**config.mk**
```make
export PLATFORM = sky130hd
export DESIGN_NAME = asps_switch
export DESIGN_NICKNAME = d
export VERILOG_FILES = /design/src/hdl/asps_pkg.sv /design/src/hdl/asps_switch.sv
export SDC_FILE = /design/constraint.sdc
export NUM_CORES = 1
export LEC_CHECK = 0
export BUFFER_PORTS_ARGS = -buffer_cell sky130_fd_sc_hd__clkbuf_2
export CAP_MARGIN = 20
export CORE_ASPECT_RATIO = 1.5
export CORE_MARGIN = 2
export CORE_UTILIZATION = 45
export CTS_BUF_LIST = sky130_fd_sc_hd__clkbuf_16
export CTS_CLUSTER_DIAMETER = 80
export DETAILED_ROUTE_END_ITERATION = 10
export GPL_ROUTABILITY_DRIVEN = 0
export HOLD_SLACK_MARGIN = 0.02
export PLACE_DENSITY_LB_ADDON = 0.3
export SETUP_SLACK_MARGIN = 0.15
export SYNTH_ARGS = -nofsm -noshare
export SYNTH_HDL_FRONTEND = slang
export SYNTH_SLANG_ARGS = --single-unit
```
**constraint.sdc**
```tcl
create_clock -name clk_in -period 2.8 [get_ports clk_in]
set_clock_uncertainty 0.15 [all_clocks]
set_input_delay 0.14 -clock clk_in [delete_from_list [all_inputs] [get_ports clk_in]]
set_output_delay 0.14 -clock clk_in [all_outputs]
set_load 0.005 [all_outputs]
```
**src/hdl/asps_pkg.sv**
```systemverilog
package asps_pkg;

  localparam int          ADDR_W        = 10;
  localparam int          SYNC_W        = 14;
  localparam logic [9:0]  RESET_CODE    = 10'h3FF;
  localparam logic [9:0]  DISCONN_CODE  = 10'h3FE;
  localparam logic [9:0]  SYNC_CODE     = 10'h3FD;
  localparam logic [3:0]  LAST_BIT      = 4'h9;
  localparam logic [4:0]  ACK_STEPS     = 5'h14;
  localparam logic [9:0]  ADDR_RESET    = 10'h000;

  typedef enum logic [3:0] {
    TAP_RESET, TAP_IDLE, TAP_SEL_DR, TAP_CAP_DR, TAP_SHIFT_DR, TAP_EXIT1_DR,
    TAP_PAUSE_DR, TAP_EXIT2_DR, TAP_UPD_DR, TAP_SEL_IR, TAP_CAP_IR, TAP_SHIFT_IR,
    TAP_EXIT1_IR, TAP_PAUSE_IR, TAP_EXIT2_IR, TAP_UPD_IR
  } asps_tap_e;

  typedef enum {ST_RESET, ST_OFF, ST_ON, ST_MULTI} asps_status_e;

  typedef enum {P_IDLE, P_ADDR, P_ACK} asps_proto_e;

  typedef struct packed {
    logic clock;
    logic reset_n;
    logic mode_select;
    logic data_in;
  } asps_primary_in_s;

  typedef struct packed {
    logic data_out;
    logic data_out_oe;
  } asps_primary_out_s;

  typedef struct packed {
    logic clock;
    logic reset_n;
    logic mode_select;
    logic data_out;
    logic data_out_oe;
  } asps_secondary_out_s;

endpackage

```
**src/hdl/asps_switch.sv**
```systemverilog
`timescale 1ns/1ps
`default_nettype none
module asps_switch #(
  parameter int ADDR_WIDTH = 10
) (
  input  wire logic                         clk_in,
  input  wire logic                         reset_n_in,
  input  wire asps_pkg::asps_primary_in_s   primary_in,
  input  wire logic                         secondary_data_in,
  input  wire logic                         force_connect_n_in,
  input  wire logic [ADDR_WIDTH-1:0]        board_address_straps_in,
  output var  asps_pkg::asps_primary_out_s  primary_out,
  output var  asps_pkg::asps_secondary_out_s secondary_out,
  output var  logic                         connected_n_out
);
  import asps_pkg::*;

  //////////////////////////////////////////////////////////////////////////////
  // Input synchronisers: every pin is foreign to clk_in

  // Four primary pins, secondary data in and the straps share one synchroniser
  localparam int SW = ADDR_WIDTH + 5;

  logic [SW-1:0] sync_stage1;
  logic [SW-1:0] sync_stage2;
  logic          clock_prev;

  always_ff @(posedge clk_in or negedge reset_n_in) begin
    if (!reset_n_in) begin
      sync_stage1 <= '0;
      sync_stage2 <= '0;
      clock_prev  <= 1'b0;
    end else begin
      sync_stage1 <= {primary_in, secondary_data_in, board_address_straps_in};
      sync_stage2 <= sync_stage1;
      clock_prev  <= sync_stage2[SW-1];
    end
  end

  wire                  s_clock      = sync_stage2[SW-1];
  wire                  s_reset_n    = sync_stage2[SW-2];
  wire                  s_tms        = sync_stage2[SW-3];
  wire                  s_tdi        = sync_stage2[SW-4];
  wire                  s_sdi        = sync_stage2[ADDR_WIDTH];
  wire [ADDR_WIDTH-1:0] s_straps     = sync_stage2[ADDR_WIDTH-1:0];
  wire                  clock_rise   = s_clock & ~clock_prev;
  wire                  clock_fall   = ~s_clock & clock_prev;

  // Force-connect is asynchronous to the test clock, but it must still pass two
  // flops; the added latency of two clk_in cycles is far below a test clock period.
  logic byp_stage1;
  logic byp_stage2;

  always_ff @(posedge clk_in or negedge reset_n_in) begin
    if (!reset_n_in) begin
      byp_stage1 <= 1'b1;
      byp_stage2 <= 1'b1;
    end else begin
      byp_stage1 <= force_connect_n_in;
      byp_stage2 <= byp_stage1;
    end
  end

  wire bypass = ~byp_stage2;

  //////////////////////////////////////////////////////////////////////////////
  // Primary controller state tracking

  function automatic asps_tap_e tap_next(input asps_tap_e cur, input logic tms);
    case (cur)
      TAP_RESET:    tap_next = tms ? TAP_RESET    : TAP_IDLE;
      TAP_IDLE:     tap_next = tms ? TAP_SEL_DR   : TAP_IDLE;
      TAP_SEL_DR:   tap_next = tms ? TAP_SEL_IR   : TAP_CAP_DR;
      TAP_CAP_DR:   tap_next = tms ? TAP_EXIT1_DR : TAP_SHIFT_DR;
      TAP_SHIFT_DR: tap_next = tms ? TAP_EXIT1_DR : TAP_SHIFT_DR;
      TAP_EXIT1_DR: tap_next = tms ? TAP_UPD_DR   : TAP_PAUSE_DR;
      TAP_PAUSE_DR: tap_next = tms ? TAP_EXIT2_DR : TAP_PAUSE_DR;
      TAP_EXIT2_DR: tap_next = tms ? TAP_UPD_DR   : TAP_SHIFT_DR;
      TAP_UPD_DR:   tap_next = tms ? TAP_SEL_DR   : TAP_IDLE;
      TAP_SEL_IR:   tap_next = tms ? TAP_RESET    : TAP_CAP_IR;
      TAP_CAP_IR:   tap_next = tms ? TAP_EXIT1_IR : TAP_SHIFT_IR;
      TAP_SHIFT_IR: tap_next = tms ? TAP_EXIT1_IR : TAP_SHIFT_IR;
      TAP_EXIT1_IR: tap_next = tms ? TAP_UPD_IR   : TAP_PAUSE_IR;
      TAP_PAUSE_IR: tap_next = tms ? TAP_EXIT2_IR : TAP_PAUSE_IR;
      TAP_EXIT2_IR: tap_next = tms ? TAP_UPD_IR   : TAP_SHIFT_IR;
      TAP_UPD_IR:   tap_next = tms ? TAP_SEL_DR   : TAP_IDLE;
      default:      tap_next = TAP_RESET;
    endcase
  endfunction

  function automatic logic is_pause(input asps_tap_e st);
    is_pause = (st == TAP_PAUSE_DR) || (st == TAP_PAUSE_IR);
  endfunction

  asps_tap_e tap_state;

  always_ff @(posedge clk_in or negedge reset_n_in) begin
    if (!reset_n_in) begin
      tap_state <= TAP_RESET;
    end else if (!s_reset_n) begin
      tap_state <= TAP_RESET;
    end else if (clock_rise) begin
      tap_state <= tap_next(tap_state, s_tms);
    end
  end

  // Only reset, idle and the two pause states; the shift states also loop back but do not count
  wire stable_state = (tap_state == TAP_RESET) || (tap_state == TAP_IDLE) ||
                      is_pause(tap_state);

  //////////////////////////////////////////////////////////////////////////////
  // Shadow protocol receiver and acknowledge

  asps_proto_e          proto;
  asps_status_e         status;
  logic [3:0]           bit_count;
  logic                 half;
  logic                 first_bit;
  logic                 ref_tms;
  logic [ADDR_WIDTH-1:0] rx_addr;
  logic [4:0]           ack_step;
  logic                 ack_bit;
  logic                 ack_oe;
  logic                 sync_ok;

  wire [ADDR_WIDTH-1:0] full_addr = {rx_addr[ADDR_WIDTH-2:0], first_bit};
  wire                  last_pair = (bit_count == LAST_BIT);
  wire                  tms_moved = (s_tms != ref_tms);
  wire                  pair_bad  = (s_tdi == first_bit);
  wire                  hit_reset = (full_addr == RESET_CODE);
  wire                  hit_disc  = (full_addr == DISCONN_CODE);
  wire                  hit_sync  = (full_addr == SYNC_CODE);
  wire                  hit_own   = (full_addr == s_straps);
  wire                  ack_done  = (ack_step == ACK_STEPS);
  wire [3:0]            ack_index = ack_step[4:1];
  wire                  ack_value = s_straps[LAST_BIT - ack_index] ^ ack_step[0];

  always_ff @(posedge clk_in or negedge reset_n_in) begin
    if (!reset_n_in) begin
      proto     <= P_IDLE;
      status    <= ST_RESET;
      bit_count <= 4'h0;
      half      <= 1'b0;
      first_bit <= 1'b0;
      ref_tms   <= 1'b0;
      rx_addr   <= ADDR_RESET;
      ack_step  <= 5'h00;
      ack_bit   <= 1'b0;
      ack_oe    <= 1'b0;
      sync_ok   <= 1'b0;
    end else if (!s_reset_n) begin
      proto     <= P_IDLE;
      status    <= ST_RESET;
      ack_oe    <= 1'b0;
    end else if (bypass) begin
      proto     <= P_IDLE;
      ack_oe    <= 1'b0;
    end else begin
      case (proto)
        P_IDLE: begin
          // A low start bit opens a frame
          if (clock_rise && stable_state && !s_tdi) begin
            proto     <= P_ADDR;
            bit_count <= 4'h0;
            half      <= 1'b0;
            ref_tms   <= s_tms;
            sync_ok   <= is_pause(tap_state);
          end
        end
        P_ADDR: begin
          if (clock_rise) begin
            if (tms_moved) begin
              proto  <= P_IDLE;
              status <= ST_OFF;
            end else if (!half) begin
              first_bit <= s_tdi;
              half      <= 1'b1;
            end else if (pair_bad) begin
              proto  <= P_IDLE;
              status <= ST_OFF;
            end else begin
              half    <= 1'b0;
              rx_addr <= full_addr;
              if (last_pair) begin
                proto <= P_IDLE;
                if (hit_reset) begin
                  status <= ST_RESET;
                end else if (hit_disc) begin
                  status <= ST_OFF;
                end else if (hit_sync) begin
                  if (sync_ok) begin
                    status <= ST_MULTI;
                  end
                end else if (hit_own) begin
                  proto    <= P_ACK;
                  ack_step <= 5'h00;
                end else begin
                  status <= ST_OFF;
                end
              end else begin
                bit_count <= bit_count + 4'h1;
              end
            end
          end
        end
        P_ACK: begin
          // Pairs of own address and its inverse, MSB first, on falling edges
          if (clock_rise && tms_moved) begin
            proto  <= P_IDLE;
            ack_oe <= 1'b0;
            status <= ST_OFF;
          end else if (clock_fall) begin
            if (ack_done) begin
              proto  <= P_IDLE;
              ack_oe <= 1'b0;
              status <= ST_ON;
            end else begin
              ack_bit  <= ack_value;
              ack_oe   <= 1'b1;
              ack_step <= ack_step + 5'h01;
            end
          end
        end
        default: begin
          proto <= P_IDLE;
        end
      endcase
    end
  end

  //////////////////////////////////////////////////////////////////////////////
  // Output selection

  wire in_trst    = ~s_reset_n;
  wire in_reset   = (status == ST_RESET);
  wire path_on    = bypass || (!in_trst && ((status == ST_ON) || (status == ST_MULTI)));
  wire tdo_on     = bypass || (!in_trst && (status == ST_ON));

  // Force-connect outranks only the reset status; with primary reset low mode select is still forced high
  wire next_tms   = (in_trst || (!bypass && in_reset)) ? 1'b1 :
                    path_on ? s_tms :
                    secondary_out.mode_select;
  wire next_sdo   = s_tdi;
  wire next_sdoe  = path_on;
  wire next_pdo   = tdo_on ? s_sdi : ack_bit;
  wire next_pdoe  = tdo_on || (!bypass && !in_trst && ack_oe);
  wire next_con_n = ~path_on;

  // Every output is a flop, so each path adds about three clk_in cycles of delay;
  // the link clock must stay well below clk_in for this to look combinational.
  always_ff @(posedge clk_in or negedge reset_n_in) begin
    if (!reset_n_in) begin
      secondary_out   <= '{clock: 1'b0, reset_n: 1'b0, mode_select: 1'b1,
                           data_out: 1'b0, data_out_oe: 1'b0};
      primary_out     <= '{data_out: 1'b0, data_out_oe: 1'b0};
      connected_n_out <= 1'b1;
    end else begin
      secondary_out.clock       <= s_clock;
      secondary_out.reset_n     <= s_reset_n;
      secondary_out.mode_select <= next_tms;
      secondary_out.data_out    <= next_sdo;
      secondary_out.data_out_oe <= next_sdoe;
      primary_out.data_out      <= next_pdo;
      primary_out.data_out_oe   <= next_pdoe;
      connected_n_out           <= next_con_n;
    end
  end

endmodule
`default_nettype wire

```
Word level (Yosys, flattened, before mapping). Cells that the tools add are included.

Register bits after elaboration: 132. Bits of input ports: 18. Output and inout port bits: 8. Word-level logic and storage cells: 220.

$add $sub $neg: 3. $lt $le $gt $ge: 1. Eq/ne operators: 59. Muxes and demuxes: 84. Bitwise operators: 13. Reductions and logical operators: 36.

Operators with widths (number): 32-bit two-way mux (26); 32-bit one-hot mux with 3 select lines (1); 32-bit by 3-bit equality test with 1-bit output, second input constant (2); 32-bit logical NOT (2); 32-bit one-hot mux with 2 select lines (1); 5-bit two-way mux (12); 4-bit two-way mux (12); 4-bit one-hot mux with 12 select lines (1); 4-bit equality test, second input constant (9); 32-bit by 1-bit equality test with 1-bit output, second input constant (1); 32-bit by 2-bit equality test with 1-bit output, second input constant (1); 10-bit equality test, second input constant (3); 2-bit != test, second input constant (14); 6-bit AND reduction (4); 4-bit != test, second input constant (5); 5-bit != test, second input constant (4); 1-bit two-way mux (18); 9-bit AND reduction (2); 4-bit by 3-bit equality test with 1-bit output, second input constant (4); 8-bit != test, second input constant (2); 15-bit AND reduction (1); 2-bit two-way mux (7); 10-bit equality test (1); 1-bit NOT (10); other kinds (32) (53).

Depth between registers and ports, before layout.
Depth after elaboration: 13. Mapped depth: 8. Depth with buffers taken out: 8.

Least setup slack after synthesis. OpenSTA, ideal clock, no wires.

Path kind: register -> register. Start: register tap_state[0]. End: register half. Setup time: 125 ps. Arrival time: 1884 ps. Required time: 2525 ps. Setup slack: 641 ps. Stages on the path, launching flop included: 7. Buffers on the path: 0. Period minus slack after synthesis: 2159 ps. Cells stage by stage: dfrtp_1 > nand2b_1 > or3b_2 > a2111oi_4 > a31oi_1 > nor2_1 > mux2_2.

Longest elaborated chain between the ends: 7. Elaborated cells on any way between the ends: 11. Classes of those cells: 4 x eq/ne; 7 x reduce/logical.

Ends and longest elaborated chain: start: declaration (RTL line asps_switch.sv:95) `asps_tap_e tap_state;`; start signal: assignment (RTL line asps_switch.sv:103) `tap_state <= tap_next(tap_state, s_tms);`; 4-bit by 1-bit equality test with 1-bit output, or another cell as far along (RTL line asps_switch.sv:108) `wire stable_state = (tap_state == TAP_RESET) || (tap_state == TAP_IDLE) ||`; 1-bit logical OR (on tied branches) (RTL line asps_switch.sv:108, asps_switch.sv:92); 1-bit logical OR (*) (RTL line asps_switch.sv:108); 1-bit logical AND (*) (2 in a row) (RTL line asps_switch.sv:162) `if (clock_rise && stable_state && !s_tdi) begin`; 2-bit != test (no source line) (*); 6-bit AND reduction (no source line) (*); end signal: assignment (RTL line asps_switch.sv:165) `half <= 1'b0;`; end signal: assignment (RTL line asps_switch.sv:177) `half <= 1'b1;`; end signal: assignment (RTL line asps_switch.sv:182) `half <= 1'b0;`; end: declaration (RTL line asps_switch.sv:117) `logic half;`.

Every way passes the cells marked *; elsewhere a longest branch is shown, timed or not. A chain may end at the register's enable or synchronous reset.

Worst setup path in the final report.
Start: register tap_state[2]. End: register half.

Same word-level chain as after synthesis.

==> results_dict.tcl <==
set metrics [dict create \
    status "finished clean" \
    crit_path_end "half" \
    arrival_ps 2460 \
    die-height_um 109.3 \
    syn_to_final_growth_pct 21.98 \
    peakVddDrop_mv 0.5241 \
    cp-end-kind "flip-flop" \
    drtIter0Drc 99 \
    cpPeakStageDelay_ps 530 \
    hp-class "reg -> reg" \
    pin_count 26 \
    critPathKind "reg -> reg" \
    via_count 2343 \
    cp.depth 6 \
    dr.pass1.iters 4 \
    hold_violations 0 \
    hpwl_um 4491 \
    ff_latch_area_um2 1807 \
    hold_start "sync_stage1[9]" \
    synth_edf_count 0 \
    grt_pass1_vias 2376 \
    yosysSeqAreaShare 0.5427 \
    post_drt_via_cell_ratio 5.184 \
    cts-htree-levels 3 \
    antenna_found_initial 0 \
    slowest_stage "dfrtp_1" \
    finalSetupViolCount 0 \
    clkTransAtPathRegs_ps 50 \
    grt.total_usage 0.1811 \
    slew-limit-headroom 0.4637 \
    tritoncts "done" \
    worstSkewPairLatency_ps 330 \
    leakage_nw 1.816 \
    post_synth_num_cell_types 56 \
    drcViolationCount 0 \
    synth-main-ff-cell "dfrtp_1" \
    r2r_start "tap_state[2]" \
    rrSetupSlack_ps 400 \
    drv_slew 0 \
    ys_ff_latch 72 \
    fin_setup_tns_ps 0 \
    drtAntennaViolNets 0 \
    cts_resized 0 \
    finalNonFillerCells 452 \
    synthArstFlopShare 1.000 \
    worstRegToRegCells 6 \
    period_needed_ps 2397 \
    place_ws_ps 454.0 \
    worst_pin_slew_ps 804.5 \
    crit_fanout 11 \
    initial_core_util 0.4607 \
    fin_area_um2 4061 \
    syn_area_um2 3329 \
    dieArea_um2 8117 \
    n_antenna_cell 0 \
    fp.dieW_um 74.23 \
    wl_per_cell_um 14.41 \
    path_buf_inv 0 \
    fin_ws_ps 403.4 \
    postLayoutCoreUtil 0.5620 \
    rsz0062_at_grt "no" \
    syn_inst 297 \
    clock.fmax_mhz 417.3 \
    drv_cap 0 \
    placed_cell_area_um2 3602 \
    cp_top_family "simple AND/OR/NAND/NOR gates" \
    finalPower_mw 2.441 \
    holdWs_ps 195.9 \
    syn_avg_cell_area_um2 11.21 \
    crit_path_start_kind "flip-flop" \
    multi_input_area_um2 1431 \
    core_region_area_um2 7227 \
    grt_overflow 0 \
    startpoint "tap_state[2]" \
    numCtsBuffers 9 \
    cp.required_ps 2860 \
    grt_first_pass_wirelength_um 10900 \
    clock_sinks 72 \
    dpl.cell_count 419 \
    ys_warn_count 0 \
    postSynthNetCount 322 \
    fillerInstances 626 \
    path_cells "nand2b_1 -> or3b_2 -> a2111oi_4 -> a31oi_1 -> nor2_1 -> mux2_2" \
    grt_start_max_net_pins 38 \
    fin_nets 372 \
    layout-drive-gt1-share 0.2244 \
    power_density_nw_per_um2 601.0 \
    clockRootBuffer "clkbuf_16" \
    fin_crit_sh 0.8559 \
    cts_max_path_buffers 2 \
    r2r-end "half" \
    io_buffers 25 \
    wl_um 6513 \
    rows 38 \
]
-- cells in the final DEF, fill, tap and decap left out, drive strengths merged, types with 3 or more instances in the layout --
master	synthesis	layout
ha	7	7
clkbuf	10	33
nor2b	4	4
dlygate4sd3	0	17
nor2	18	18
xnor2	3	3
clkinv	0	4
inv	9	10
mux2i	3	3
o21ai	21	21
a21o	3	3
xor2	12	12
nor3	7	7
a22o	4	4
dfstp	4	4
buf	2	10
nor4	5	5
nand2	28	28
a21oi	15	15
nor3b	3	3
nand2b	8	8
nand3	8	8
nand4	6	6
mux2	15	15
dfrtp	68	68
-- registers in the layout, summed over array words and instances (netlist names), 2 cells and up --
name and flops:
sync_stage1 15, status 2, secondary_out 5, ack_step 5, sync_stage2 15, primary_out 2
rx_addr 9, tap_state 4, proto 2, bit_count 4
-- how the worst min path moves through the flow --
| stage | depth (start not counted) | slack, ps | to |
|---|---|---|---|
| 6_report | 0 | 200 | sync_stage2[9] |
| 5_1_grt | 0 | 200 | sync_stage2[4] |
| 4_1_cts | 0 | 200 | sync_stage2[9] |
| 3_5_place_dp | 1 | 90 | byp_stage1 |
| 3_3_place_gp | 1 | 90 | byp_stage1 |
| 2_1_floorplan | 0 | -310 | ack_bit |
-- cell type report --
| type | instances | share of cell area |
|---|---|---|
| inverters | 9 | 0.008318 |
| clock inverters | 7 | 0.01571 |
| well taps | 100 | 0.03081 |
| clock buffers | 9 | 0.05545 |
| flip-flops and latches | 72 | 0.4449 |
| multi-input cells | 204 | 0.3524 |
| repair buffers | 51 | 0.09242 |
-- routing by layer --
metal / track usage / vias to the layer above / part of all wire
li1: - / 1157 / -
met1: 0.2048 / 1116 / 0.40
met2: 0.3048 / 57 / 0.53
met3: 0.04033 / 13 / 0.034
met4: 0.1135 / 0 / 0.032
met5: 0 / - / 0
-- cells in the mapped netlist (all sizes together), types with 8 or more instances --
| cell type | number | area share |
|---|---|---|
| dfrtp | 68 | 0.51 |
| inv | 9 | 0.010 |
| nand3 | 8 | 0.012 |
| mux2 | 15 | 0.051 |
| xor2 | 12 | 0.034 |
| a21oi | 15 | 0.023 |
| clkbuf | 10 | 0.012 |
| o21ai | 21 | 0.032 |
| nand2b | 8 | 0.015 |
| nand2 | 28 | 0.032 |
| nor2 | 18 | 0.020 |
-- cells by family after synthesis --
| kind of cell | synth area share |
|---|---|
| xor+xnor | 0.04172 |
| simple gates | 0.1578 |
| flops | 0.5427 |
| compound gates | 0.1308 |
| buf+inv | 0.02743 |
| fa+ha+maj | 0.02630 |
| mux | 0.07328 |
-- power breakdown --
part           leakage [nW]  internal (mW)  switching [mW]
sequential            0.902           1.09          0.0493
combinational         0.769         0.0988           0.116
clock                 0.144          0.680           0.404
-- worst register-to-register path: cells and delay by family (launching register included) --
kind / cells / cell delay, ps
AND/OR/NAND/NOR: 3 / 780
flip-flops: 1 / 530
AO/OA/AOI/OAI: 2 / 490
multiplexers: 1 / 340
-- repair_timing --
item | 4_1_cts | 5_1_grt
buffers inserted | 0 | 0
hold buffers | 17 | 0
hold endpoints to repair | 50 | 0
Power figures use the tool's default switching activity.
